### config.mk
export PLATFORM = sky130hd
export DESIGN_NAME = sar_converter_sequencer
export DESIGN_NICKNAME = d
export VERILOG_FILES = /design/src/hdl/sar_pkg.sv /design/src/hdl/sar_converter_sequencer.sv
export VERILOG_INCLUDE_DIRS = /design/src /design/src/hdl
export SDC_FILE = /design/constraint.sdc
export NUM_CORES = 1
export LEC_CHECK = 0
export ABC_AREA = 0
export BUFFER_PORTS_ARGS = -buffer_cell sky130_fd_sc_hd__buf_2
export CORE_MARGIN = 2
export CORE_UTILIZATION = 40
export CTS_CLUSTER_DIAMETER = 100
export CTS_CLUSTER_SIZE = 24
export DETAILED_ROUTE_END_ITERATION = 7
export PLACE_DENSITY_LB_ADDON = 0.05
export SYNTH_ARGS = -nofsm -noshare
export SYNTH_HDL_FRONTEND = slang
export SYNTH_SLANG_ARGS = --single-unit
### constraint.sdc
create_clock -name clk -period 3.5 [get_ports clk]
set_clock_uncertainty 0.2 [all_clocks]
set_input_delay 0.35 -clock clk [delete_from_list [all_inputs] [get_ports clk]]
set_output_delay 0.35 -clock clk [all_outputs]
set_load 0.005 [all_outputs]
### src/hdl/sar_params.svh
// Register offsets, field codes, reset values and timing constants
// for the converter sequencer. Included by the top module, the checker and the bench.
`ifndef SAR_PARAMS_SVH
`define SAR_PARAMS_SVH

// ----------------------------------------------------------------
// Register offsets
// ----------------------------------------------------------------
`define SAR_OFS_TRACK 8'hba
`define SAR_OFS_CFG 8'hbc
`define SAR_OFS_RES_LO 8'hbd
`define SAR_OFS_RES_HI 8'hbe
`define SAR_OFS_UPPER_LO 8'hc3
`define SAR_OFS_UPPER_HI 8'hc4
`define SAR_OFS_LOWER_LO 8'hc5
`define SAR_OFS_LOWER_HI 8'hc6
`define SAR_OFS_CTRL 8'he8

// ----------------------------------------------------------------
// Reset values
// ----------------------------------------------------------------
`define SAR_RST_TRACK 8'hff
`define SAR_RST_CFG 8'hf8
`define SAR_RST_CTRL 8'h00
`define SAR_RST_UPPER 16'hffff
`define SAR_RST_LOWER 16'h0000
`define SAR_RST_RESULT 16'h0000

// ----------------------------------------------------------------
// Field codes
// ----------------------------------------------------------------
`define SAR_SRC_BUSY 2'h0
`define SAR_SRC_TIMER3 2'h1
`define SAR_SRC_PIN 2'h2
`define SAR_SRC_TIMER2 2'h3
`define SAR_TM_PRE 2'h2
`define SAR_RPT_ONE 2'h0
`define SAR_RPT_FOUR 2'h1
`define SAR_RPT_EIGHT 2'h2
`define SAR_LAST_ONE 4'h0
`define SAR_LAST_FOUR 4'h3
`define SAR_LAST_EIGHT 4'h7
`define SAR_LAST_SIXTEEN 4'hf

// ----------------------------------------------------------------
// Timing
// ----------------------------------------------------------------
`define SAR_CLK_PERIOD_NS 10
`define SAR_PWR_STEP_NS 400
`define SAR_PWR_STEP_CYC ((`SAR_PWR_STEP_NS+`SAR_CLK_PERIOD_NS-1)/`SAR_CLK_PERIOD_NS)
`define SAR_TAIL_CYC 2'h2
`define SAR_POST_BASE 5'h02

`endif

### src/hdl/sar_pkg.sv
// Types shared by the converter sequencer: state codes and register fields.
// Assumes nothing of its surroundings.
package sar_pkg;

	// Sequencer states, Gray coded along idle-power-track-tail-convert
	typedef enum logic [2:0] {
		SAR_IDLE = 3'h0,
		SAR_PWRUP = 3'h1,
		SAR_TRACK = 3'h3,
		SAR_TAIL = 3'h2,
		SAR_CONV = 3'h6
	} sar_state_t;

	// Control register fields, high bit first
	typedef struct packed {
		logic enable;
		logic burst;
		logic doneFlag;
		logic busy;
		logic windowFlag;
		logic leftJustify;
		logic [1:0] startSource;
	} sar_ctrl_t;

	// Configuration register fields
	typedef struct packed {
		logic [4:0] clockDivider;
		logic [1:0] repeatCount;
		logic reserved;
	} sar_cfg_t;

	// Tracking and power register fields
	typedef struct packed {
		logic [3:0] powerUpTime;
		logic [1:0] trackingMode;
		logic [1:0] postTrackTime;
	} sar_track_t;

endpackage

### src/hdl/sar_converter_sequencer.sv
// Sequencer and register file around a 12-bit successive-approximation
// converter. Assumes a byte-wide register port synchronous to clk and an
// analog sampler that answers each conversion with a done pulse and code.
`timescale 1ns/1ps
`default_nettype none
`include "sar_params.svh"

module sar_converter_sequencer #(
	parameter int unsigned CODE_W = 12
) (
	// Clock, reset, enable
	input wire logic clk,
	input wire logic nrst,
	input wire logic ce,
	// Register port
	input wire logic [7:0] sfrAddr,
	input wire logic sfrWrEn,
	input wire logic [7:0] sfrWrData,
	input wire logic sfrRdEn,
	output logic [7:0] sfrRdData,
	// Convert-start sources
	input wire logic timer3Overflow,
	input wire logic timer2Overflow,
	input wire logic externalConvertPin,
	// Analog sampler
	input wire logic sampleDone,
	input wire logic [CODE_W-1:0] sampleCode,
	output logic analogPowerOn,
	output logic analogTrack,
	output logic analogConvert,
	output logic sarClockTick,
	// Event pulses
	output logic conversionDoneEvent,
	output logic windowMatchEvent
);

	// ----------------------------------------------------------------
	// State
	// ----------------------------------------------------------------
	sar_pkg::sar_state_t state_q, state_d;
	sar_pkg::sar_ctrl_t ctrl_q, ctrl_d;
	sar_pkg::sar_cfg_t cfg_q, cfg_d;
	sar_pkg::sar_track_t trk_q, trk_d;
	logic [15:0] upper_q, upper_d, lower_q, lower_d;
	logic [15:0] result_q, result_d, acc_q, acc_d;
	logic [3:0] convCnt_q, convCnt_d;
	logic [4:0] divCnt_q, divCnt_d;
	logic [9:0] waitCnt_q, waitCnt_d;
	logic [4:0] sarCnt_q, sarCnt_d;
	logic [1:0] tailCnt_q, tailCnt_d;
	logic pinLast_q;
	logic [7:0] rd_q, rd_d;
	logic pwr_q, pwr_d, trk_o_q, trk_o_d, conv_q, conv_d, tick_q, tick_d;
	logic doneEv_q, doneEv_d, winEv_q, winEv_d;

	// ----------------------------------------------------------------
	// Helpers
	// ----------------------------------------------------------------
	logic [3:0] lastIdx;
	logic [15:0] word, newWord, newSum;
	logic trigger, startOk, divTick, lastConv, match;
	logic wrCtrl;

	// Series length from repeat code
	always_comb begin
		case (cfg_q.repeatCount)
			`SAR_RPT_ONE: lastIdx = `SAR_LAST_ONE;
			`SAR_RPT_FOUR: lastIdx = `SAR_LAST_FOUR;
			`SAR_RPT_EIGHT: lastIdx = `SAR_LAST_EIGHT;
			default: lastIdx = `SAR_LAST_SIXTEEN;
		endcase
	end

	// Justified view of a raw sum
	function automatic logic [15:0] justify(input logic [15:0] s,
			input logic left);
		justify = left ? {s[11:0], 4'h0} : s;
	endfunction

	// Window test on a justified word
	function automatic logic inWindow(input logic [15:0] w,
			input logic [15:0] up, input logic [15:0] lo);
		if (lo > up) begin
			inWindow = (w > up) && (w < lo);
		end else begin
			inWindow = (w < lo) || (w > up);
		end
	endfunction

	// Trigger selection and start qualification
	always_comb begin
		wrCtrl = sfrWrEn && (sfrAddr == `SAR_OFS_CTRL);
		case (ctrl_q.startSource)
			`SAR_SRC_BUSY: trigger = wrCtrl && sfrWrData[4];
			`SAR_SRC_TIMER3: trigger = timer3Overflow;
			`SAR_SRC_PIN: trigger = externalConvertPin && !pinLast_q;
			default: trigger = timer2Overflow;
		endcase
		// Shutdown ignores starts unless burst wakes the converter
		startOk = trigger && (state_q == sar_pkg::SAR_IDLE) &&
			(ctrl_q.enable || ctrl_q.burst);
		// Base clock is clk in both modes
		divTick = (divCnt_q == cfg_q.clockDivider);
		word = justify(result_q, ctrl_q.leftJustify);
		newSum = acc_q + {{(16-CODE_W){1'b0}}, sampleCode};
		lastConv = (convCnt_q == lastIdx);
		newWord = justify(newSum, ctrl_q.leftJustify);
		match = inWindow(newWord, upper_q, lower_q);
	end

	// ----------------------------------------------------------------
	// Next state of sequencer and registers
	// ----------------------------------------------------------------
	always_comb begin
		state_d = state_q;
		ctrl_d = ctrl_q;
		cfg_d = cfg_q;
		trk_d = trk_q;
		upper_d = upper_q;
		lower_d = lower_q;
		result_d = result_q;
		acc_d = acc_q;
		convCnt_d = convCnt_q;
		waitCnt_d = waitCnt_q;
		sarCnt_d = sarCnt_q;
		tailCnt_d = tailCnt_q;
		doneEv_d = 1'b0;
		winEv_d = 1'b0;
		// Conversion clock divider, free running
		divCnt_d = divTick ? 5'h00 : divCnt_q + 5'h01;
		tick_d = divTick;

		// Software writes
		if (sfrWrEn) begin
			case (sfrAddr)
				`SAR_OFS_TRACK: trk_d = sfrWrData;
				`SAR_OFS_CFG: cfg_d = {sfrWrData[7:1], 1'b0};
				`SAR_OFS_RES_LO: begin
					result_d[7:0] = sfrWrData;
					acc_d[7:0] = sfrWrData;
				end
				`SAR_OFS_RES_HI: begin
					result_d[15:8] = sfrWrData;
					acc_d[15:8] = sfrWrData;
				end
				`SAR_OFS_UPPER_LO: upper_d[7:0] = sfrWrData;
				`SAR_OFS_UPPER_HI: upper_d[15:8] = sfrWrData;
				`SAR_OFS_LOWER_LO: lower_d[7:0] = sfrWrData;
				`SAR_OFS_LOWER_HI: lower_d[15:8] = sfrWrData;
				`SAR_OFS_CTRL: begin
					ctrl_d.enable = sfrWrData[7];
					ctrl_d.burst = sfrWrData[6];
					ctrl_d.doneFlag = sfrWrData[5];
					ctrl_d.windowFlag = sfrWrData[3];
					ctrl_d.leftJustify = sfrWrData[2];
					ctrl_d.startSource = sfrWrData[1:0];
				end
				default: ;
			endcase
		end

		// Sequencer
		case (state_q)
			sar_pkg::SAR_IDLE: begin
				if (startOk) begin
					if (ctrl_q.burst && !ctrl_q.enable) begin
						state_d = sar_pkg::SAR_PWRUP;
						waitCnt_d = 10'(({6'h00, trk_q.powerUpTime} + 10'h001) *
							10'(`SAR_PWR_STEP_CYC));
					end else if (!ctrl_q.burst &&
							trk_q.trackingMode == `SAR_TM_PRE) begin
						state_d = sar_pkg::SAR_CONV;
					end else begin
						state_d = sar_pkg::SAR_TRACK;
						sarCnt_d = `SAR_POST_BASE << trk_q.postTrackTime;
					end
				end
			end
			sar_pkg::SAR_PWRUP: begin
				waitCnt_d = waitCnt_q - 10'h001;
				if (waitCnt_q == 10'h001) begin
					state_d = sar_pkg::SAR_TRACK;
					sarCnt_d = `SAR_POST_BASE << trk_q.postTrackTime;
				end
			end
			sar_pkg::SAR_TRACK: begin
				// Count conversion clocks of post-tracking
				if (divTick) begin
					sarCnt_d = sarCnt_q - 5'h01;
					if (sarCnt_q == 5'h01) begin
						state_d = sar_pkg::SAR_TAIL;
						tailCnt_d = `SAR_TAIL_CYC;
					end
				end
			end
			sar_pkg::SAR_TAIL: begin
				// Two extra base-clock cycles
				tailCnt_d = tailCnt_q - 2'h1;
				if (tailCnt_q == 2'h1) begin
					state_d = sar_pkg::SAR_CONV;
				end
			end
			sar_pkg::SAR_CONV: begin
				if (sampleDone) begin
					acc_d = newSum;
					convCnt_d = convCnt_q + 4'h1;
					state_d = sar_pkg::SAR_IDLE;
					if (lastConv) begin
						result_d = newSum;
						acc_d = `SAR_RST_RESULT;
						convCnt_d = 4'h0;
						doneEv_d = 1'b1;
						winEv_d = match;
					end else if (ctrl_q.burst) begin
						// Burst self-times the rest of the series
						state_d = sar_pkg::SAR_TRACK;
						sarCnt_d = `SAR_POST_BASE << trk_q.postTrackTime;
					end
				end
			end
			default: state_d = sar_pkg::SAR_IDLE;
		endcase

		// Burst without enable is allowed to run; otherwise disable aborts
		if (!ctrl_d.enable && !ctrl_q.burst) begin
			state_d = sar_pkg::SAR_IDLE;
		end
		// Hardware set wins over a software clear
		if (doneEv_d) begin
			ctrl_d.doneFlag = 1'b1;
		end
		if (winEv_d) begin
			ctrl_d.windowFlag = 1'b1;
		end
		ctrl_d.busy = (state_d != sar_pkg::SAR_IDLE);

		// Outputs to the sampler
		pwr_d = ctrl_d.enable || (state_d != sar_pkg::SAR_IDLE);
		trk_o_d = (state_d == sar_pkg::SAR_TRACK) ||
			(state_d == sar_pkg::SAR_TAIL);
		conv_d = (state_d == sar_pkg::SAR_CONV);
	end

	// Read data, registered for one cycle of latency
	always_comb begin
		rd_d = rd_q;
		if (sfrRdEn) begin
			case (sfrAddr)
				`SAR_OFS_TRACK: rd_d = trk_q;
				`SAR_OFS_CFG: rd_d = {cfg_q[7:1], 1'b0};
				`SAR_OFS_RES_LO: rd_d = word[7:0];
				`SAR_OFS_RES_HI: rd_d = word[15:8];
				`SAR_OFS_UPPER_LO: rd_d = upper_q[7:0];
				`SAR_OFS_UPPER_HI: rd_d = upper_q[15:8];
				`SAR_OFS_LOWER_LO: rd_d = lower_q[7:0];
				`SAR_OFS_LOWER_HI: rd_d = lower_q[15:8];
				`SAR_OFS_CTRL: rd_d = ctrl_q;
				default: rd_d = 8'h00;
			endcase
		end
	end

	// ----------------------------------------------------------------
	// Registers
	// ----------------------------------------------------------------
	always_ff @(posedge clk) begin
		if (!nrst) begin
			state_q <= sar_pkg::SAR_IDLE;
			ctrl_q <= `SAR_RST_CTRL;
			cfg_q <= `SAR_RST_CFG;
			trk_q <= `SAR_RST_TRACK;
			upper_q <= `SAR_RST_UPPER;
			lower_q <= `SAR_RST_LOWER;
			result_q <= `SAR_RST_RESULT;
			acc_q <= `SAR_RST_RESULT;
			convCnt_q <= 4'h0;
			divCnt_q <= 5'h00;
			waitCnt_q <= 10'h000;
			sarCnt_q <= 5'h00;
			tailCnt_q <= 2'h0;
			pinLast_q <= 1'b0;
			rd_q <= 8'h00;
			pwr_q <= 1'b0;
			trk_o_q <= 1'b0;
			conv_q <= 1'b0;
			tick_q <= 1'b0;
			doneEv_q <= 1'b0;
			winEv_q <= 1'b0;
		end else if (ce) begin
			state_q <= state_d;
			ctrl_q <= ctrl_d;
			cfg_q <= cfg_d;
			trk_q <= trk_d;
			upper_q <= upper_d;
			lower_q <= lower_d;
			result_q <= result_d;
			acc_q <= acc_d;
			convCnt_q <= convCnt_d;
			divCnt_q <= divCnt_d;
			waitCnt_q <= waitCnt_d;
			sarCnt_q <= sarCnt_d;
			tailCnt_q <= tailCnt_d;
			pinLast_q <= externalConvertPin;
			rd_q <= rd_d;
			pwr_q <= pwr_d;
			trk_o_q <= trk_o_d;
			conv_q <= conv_d;
			tick_q <= tick_d;
			doneEv_q <= doneEv_d;
			winEv_q <= winEv_d;
		end
	end

	// Outputs straight from flops
	assign sfrRdData = rd_q;
	assign analogPowerOn = pwr_q;
	assign analogTrack = trk_o_q;
	assign analogConvert = conv_q;
	assign sarClockTick = tick_q;
	assign conversionDoneEvent = doneEv_q;
	assign windowMatchEvent = winEv_q;

endmodule

`default_nettype wire

Yosys cells after proc, flatten, opt, wreduce, memory -nomap -nowiden
Index checks and enable logic that the tools add are counted.
{"block": "totals", "register_bits": 131, "inputBits": 37}
{"block": "op_classes", "add_sub_neg": 7, "mul": 1, "order_cmp": 3, "eq_ne": 36, "n_shift": 1, "muxes": 59, "reduce_logical": 42}
{"cell": "16-bit two-way mux", "n": 10}
{"cell": "8-bit == test, second input constant", "n": 9}
{"cell": "8-bit case mux with 9 select lines", "n": 1}
{"cell": "5-bit two-way mux", "n": 9}
{"cell": "3-bit two-way mux", "n": 11}
{"cell": "16-bit > comparator", "n": 2}
{"cell": "8-bit two-way mux", "n": 4}
{"cell": "3-bit AND reduction", "n": 10}
{"cell": "10-bit two-way mux", "n": 2}
{"cell": "10-bit case mux with 2 select lines", "n": 1}
{"cell": "5-bit case mux with 4 select lines", "n": 1}
{"cell": "2-bit != test, second input constant", "n": 9}
{"cell": "16-bit by 12-bit adder with 16-bit output", "n": 1}
{"cell": "16-bit less-than comparator", "n": 1}
{"cell": "3-bit case mux with 5 select lines", "n": 1}
{"cell": "3-bit by 2-bit == test with 1-bit output, second input constant", "n": 4}
{"cell": "4-bit two-way mux", "n": 3}
{"cell": "4-bit case mux with 3 select lines", "n": 1}
{"cell": "2-bit nonzero test", "n": 6}
{"cell": "10-bit by 1-bit == test with 1-bit output, second input constant", "n": 1}
{"cell": "10-bit AND reduction", "n": 1}
{"cell": "10-bit by 1-bit subtractor with 10-bit output, second input constant", "n": 1}
{"cell": "1-bit logical AND", "n": 9}
{"cell": "1-bit two-way mux", "n": 9}
{"cell": "26 further kinds", "n": 42}

Logic depth before layout (Yosys ltp)
{"block": "depth", "ltp_word": 11, "depth_mapped": 17}

Worst setup path after synthesis
No wires, ideal clock.
{"block": "synth_path", "path_type": "in2reg", "start": "input sampleCode[0]", "end": "register ctrl_q[3] (netlist name)", "setup_time_ns": 0.070, "arrival_time_ns": 3.451, "required_ns": 3.230, "setup_slack_ns": -0.221, "stages": 16, "n_path_buf": 0, "path_cell_list": "ha_1 -> fa_1 -> a211oi_1 -> o21a_1 -> o31a_1 -> o21ai_0 -> a21oi_1 -> xor2_1 -> o21ai_0 -> ha_1 -> nand4_1 -> nor3_1 -> nor2b_1 -> a2bb2oi_1 -> o2111ai_1 -> a21oi_1"}
{"block": "synth_via", "elab_chain_len": 10}
{"element": "start, declared", "line": "sar_converter_sequencer.sv:27", "source": "input wire logic [CODE_W-1:0] sampleCode,"}
{"element": "16-bit by 12-bit adder with 16-bit output (*)", "line": "sar_converter_sequencer.sv:105", "source": "newSum = acc_q + {{(16-CODE_W){1'b0}}, sampleCode};"}
{"element": "16-bit two-way mux (*)", "line": "sar_converter_sequencer.sv:77", "source": "justify = left ? {s[11:0], 4'h0} : s;"}
{"element": "16-bit less-than comparator / 16-bit > comparator (equally long branches)", "line": "sar_converter_sequencer.sv:84, sar_converter_sequencer.sv:86"}
{"element": "1-bit logical OR / 1-bit logical AND (equally long branches)", "line": "sar_converter_sequencer.sv:86, sar_converter_sequencer.sv:84"}
{"element": "1-bit two-way mux (*)", "line": "sar_converter_sequencer.sv:83", "source": "if (lo > up) begin"}
{"element": "1-bit two-way mux (*)", "line": "sar_converter_sequencer.sv:208", "source": "if (lastConv) begin"}
{"element": "1-bit two-way mux (*)", "line": "sar_converter_sequencer.sv:204", "source": "if (sampleDone) begin"}
{"element": "1-bit two-way mux (*)", "line": "sar_converter_sequencer.sv:163", "source": "case (state_q)"}
{"element": "2-bit nonzero test (no source line)"}
{"element": "3-bit AND reduction (no source line)"}
{"element": "end signal, assigned", "line": "sar_converter_sequencer.sv:269", "source": "ctrl_q <= `SAR_RST_CTRL;"}
{"element": "end signal, assigned", "line": "sar_converter_sequencer.sv:291", "source": "ctrl_q <= ctrl_d;"}
{"element": "end, declared", "line": "sar_converter_sequencer.sv:41", "source": "sar_pkg::sar_ctrl_t ctrl_q, ctrl_d;"}
Mark *: on every way between the ends. The rest lies on a longest branch, timed or not.
A chain may end at the register's enable or synchronous reset.

Worst setup path after layout
{"block": "layout_path", "start": "register acc_q[0]", "end": "register ctrl_q[3] (netlist name)"}
{"block": "layout_via", "elab_chain_len": 10}
{"element": "start, declared", "line": "sar_converter_sequencer.sv:45", "source": "logic [15:0] result_q, result_d, acc_q, acc_d;"}
{"element": "start signal, assigned", "line": "sar_converter_sequencer.sv:275", "source": "acc_q <= `SAR_RST_RESULT;"}
{"element": "16-bit by 12-bit adder with 16-bit output (*)", "line": "sar_converter_sequencer.sv:105"}
{"element": "16-bit two-way mux (*)", "line": "sar_converter_sequencer.sv:77"}
{"element": "16-bit less-than comparator / 16-bit > comparator (equally long branches)", "line": "sar_converter_sequencer.sv:84, sar_converter_sequencer.sv:86"}
{"element": "1-bit logical OR / 1-bit logical AND (equally long branches)", "line": "sar_converter_sequencer.sv:86, sar_converter_sequencer.sv:84"}
{"element": "1-bit two-way mux (*)", "line": "sar_converter_sequencer.sv:83"}
{"element": "1-bit two-way mux (*)", "line": "sar_converter_sequencer.sv:208"}
{"element": "1-bit two-way mux (*)", "line": "sar_converter_sequencer.sv:204"}
{"element": "1-bit two-way mux (*)", "line": "sar_converter_sequencer.sv:163"}
{"element": "2-bit nonzero test (no source line)"}
{"element": "3-bit AND reduction (no source line)"}
Marked as above.

==> impl_metrics.env <==
export IMPL_status="finished, violations left"
export IMPL_violations="negative setup slack"
export IMPL_dp_cells=1484
export IMPL_synthCells=1111
export IMPL_combinationalPowerShare_pct=10.7
export IMPL_seqPwrFrac_pct=40.7
export IMPL_total_power_w=0.003699
export IMPL_setup_worst_path_class="register to register"
export IMPL_core_area_um2=21690
export IMPL_intPower_w=0.002683
export IMPL_vdd_ir_drop_worst_uv=231.4
export IMPL_async_flop_share_pct=0
export IMPL_grt_ovfl_total=0
export IMPL_crit_path_max_fanout=3
export IMPL_power_share_clock_pct=48.6
export IMPL_worst_pin_slew_ns=0.8892
export IMPL_maxCapViolations=0
export IMPL_setup_viol=2
export IMPL_die_area_um2=23110
export IMPL_numCtsBuffers=17
export IMPL_synth_ff_type="dfxtp_1"
export IMPL_grt_max_degree=65
export IMPL_ys_seq_area_share_pct=29.93
export IMPL_drt_wl_total_um=31120
export IMPL_drtPass1Iterations=6
export IMPL_drc_errors=0
export IMPL_cts_clk_slew_worst_paths_ns=0.07
export IMPL_n_antenna_cell=0
export IMPL_instances_no_fill=1525
export IMPL_finalCriticalPeriod_ns=3.715
export IMPL_period_share_pct=106.1
export IMPL_num_io_pins=51
export IMPL_fmax_mhz=269.2
export IMPL_wire_per_inst_um=20.41
export IMPL_synth_top_cells_by_area="dfxtp_1 30%, ha_1 10%, mux2i_1 7.2%, a21oi_1 5.5%, nand2_1 4.9%"
export IMPL_dp_final_hpwl_um=22860
export IMPL_clk_latency_ns=0.43
export IMPL_yosys_warnings=0
export IMPL_relSlewSlack_pct=40.64
export IMPL_numClockSinks=131
export IMPL_die_width_um=152.0
export IMPL_dpl_worst_slack_ns=-0.4378
export IMPL_power_leakage_nw=4.478
export IMPL_fin_ws_ns=-0.2150
export IMPL_synth_top_area_share_pct=29.93
export IMPL_antenna_left=0
export IMPL_switching_power_w=0.001016
export IMPL_num_rows=54
export IMPL_portBuffers=50
export IMPL_vias=8668
export IMPL_final_nets=1342
export IMPL_grt_setup_unrepaired="true"
export IMPL_via_per_inst=5.684
export IMPL_clock_path_buffers=2
export IMPL_fin_area_um2=10790
export IMPL_fillers=2144
export IMPL_crit_path_end_kind="register"
export IMPL_drtIter0Drc=786
export IMPL_grt_pass1_vias=8359
export IMPL_critPathArrivalTime_ns=3.87
export IMPL_synth_seq_cells=131
export IMPL_placed_area_um2=9947
export IMPL_yosysTopAreaCell="dfxtp_1"
export IMPL_initial_core_util_pct=40.40
export IMPL_start_kind="register"
export IMPL_grt_usage_pct=26.69
export IMPL_antenna_found_initial=0
export IMPL_clock_tree_root_cell="clkbuf_16"
export IMPL_drive_gt1_share_pct=19.68
export IMPL_syn_area_um2=8762
export IMPL_syn2layout_area_growth_pct=23.12
export IMPL_grt_pass1_wl_um=48370
export IMPL_fp_dieH_um=152.0
export IMPL_htree_levels=4
export IMPL_power_density_nw_per_um2=342.9
export IMPL_syn_avg_cell_area_um2=7.887
export IMPL_required_ns=3.66
export IMPL_cts_tree="built"
export IMPL_synth_nets=1221
export IMPL_finalHoldViolCount=0
export IMPL_finalMaxSlewViolations=0
export IMPL_place_gp_congestion=0.8957
export IMPL_synth_edff_count=0
export IMPL_hp_class="input port to register"
export IMPL_synth_cell_types=70
export IMPL_netSwitchingFraction_pct=27.46
==> final cells by class <==
cell class | count | area [µm²] | share of cell area [%]
tap | 280 | 350.3 | 3.248
sequential | 131 | 2625 | 24.33
clock inverter | 13 | 122.6 | 1.137
clock buffer | 19 | 452.9 | 4.199
inverter | 49 | 183.9 | 1.705
multi-input combinational | 870 | 5939 | 55.06
timing repair buffer | 163 | 1114 | 10.32
==> repair_timing <==
action | in CTS | in global routing
pin swaps | 13 | 26
setup endpoints to repair | 2 | 2
setup buffers | 2 | 6
hold endpoints to repair | 1 | 0
hold buffers | 1 | 0
resized for setup | 10 | 24
==> flip-flops by register name, indices dropped and copies added, names as in the netlist, 2 cells and up <==
register / cells
acc_q: 16
cfg_q: 7
convCnt_q: 4
ctrl_q: 8
divCnt_q: 5
lower_q: 16
result_q: 16
sarCnt_q: 5
sfrRdData: 8
state_q: 3
tailCnt_q: 2
trk_q: 8
upper_q: 16
waitCnt_q: 10
==> per-layer routing <==
layer | vias to the layer above | GRT usage, % | wire length [µm]
li1 | 4315 | - | -
met1 | 4047 | 35.82 | 14190
met2 | 260 | 43.48 | 14490
met3 | 46 | 4.877 | 1627
met4 | 0 | 8.634 | 808
met5 | - | 0 | 0
==> power groups by stage <==
stage	Sequential [W]	Combinational, W	Clock (W)
floorplan	0.00154	0.000190	0
global placement	0.00154	0.000366	0
detailed placement	0.00154	0.000366	0
CTS	0.00151	0.000379	0.00183
global route	0.00151	0.000429	0.00190
finish	0.00151	0.000396	0.00180
==> cells in the mapped netlist (17+ instances only) <==
cell and count:
a21oi_1 97, clkbuf_1 51, dfxtp_1 131, ha_1 71
inv_1 47, mux2i_1 63, nand2_1 115, nand3_1 42
nor2_1 112, nor3_1 29, o211ai_1 17, o21ai_0 70
xnor2_1 17
==> kinds of logic (layout without fill, tap and decap cells) <==
group           count (synthesis)  after routing  synth area share [%]
xor+xnor                       29             29                 2.899
flops                         131            131                 29.93
fa+ha+maj                      73             73                 10.60
compound gates                313            313                 22.93
simple gates                  386            386                 20.95
mux                            69             69                 7.968
buf+inv                       110            244                 4.726
==> stage by stage <==
step	TNS [ns]	hold WS, ns	utilization, %
5_1_grt	-0.7019	0.04160	49.74
2_1_floorplan	0	0.2454	-
4_1_cts	-0.4749	0.04858	48.81
3_3_place_gp	-0.8322	0.2394	45.86
3_5_place_dp	-0.8754	0.2419	45.86
6_report	-0.4190	0.05988	49.74
==> worst max-delay path, stage by stage (launching register included) <==
cell	delay, ns
dfxtp_2	0.33
ha_4	0.16
fa_2	0.35
a211oi_2	0.28
o21a_1	0.17
o31a_1	0.21
buf_4	0.15
o21ai_2	0.05
nand2_1	0.13
xnor2_2	0.16
mux2i_4	0.11
ha_4	0.31
nand4_1	0.14
nor3_2	0.22
nor2b_2	0.18
a2bb2oi_2	0.21
o2111ai_2	0.14
a21oi_1	0.16
==> final timing paths <==
kind / start / slack (ns) / cells after the start / end
worst min register to register: sfrRdData[3]$_SDFFE_PN0P_ / 0.25 / 2 / sfrRdData[3]$_SDFFE_PN0P_
worst min-delay path: ce / 0.06 / 2 / ctrl_q[7]$_SDFFE_PN0P_
worst max-delay path: acc_q[0]$_SDFFE_PN0P_ / -0.22 / 17 / ctrl_q[3]$_SDFFE_PN0P_
worst max register to register: acc_q[0]$_SDFFE_PN0P_ / -0.22 / 17 / ctrl_q[3]$_SDFFE_PN0P_
==> placed cells by master (no fill, tap or decap), types with 7 or more instances in the layout <==
cell type  count
xor2_1        11
o21ai_0       64
inv_1         47
o22ai_1        9
nand2b_1       9
or3_1          9
dfxtp_1      129
nand2_1      115
o211ai_1      17
nand4_1       16
o221ai_1       9
nor3_1        27
a222oi_1       7
ha_4           7
nor2_1       112
ha_1          64
nor2b_1       13
o21a_1        11
xnor2_1       16
a21oi_1       95
buf_4        111
nand3_1       42
buf_2         50
a22oi_1       15
mux2i_1       61
a211oi_1      13
clkbuf_16     17
nand3b_1       8
No activity file was read; power rests on OpenSTA's default activity.
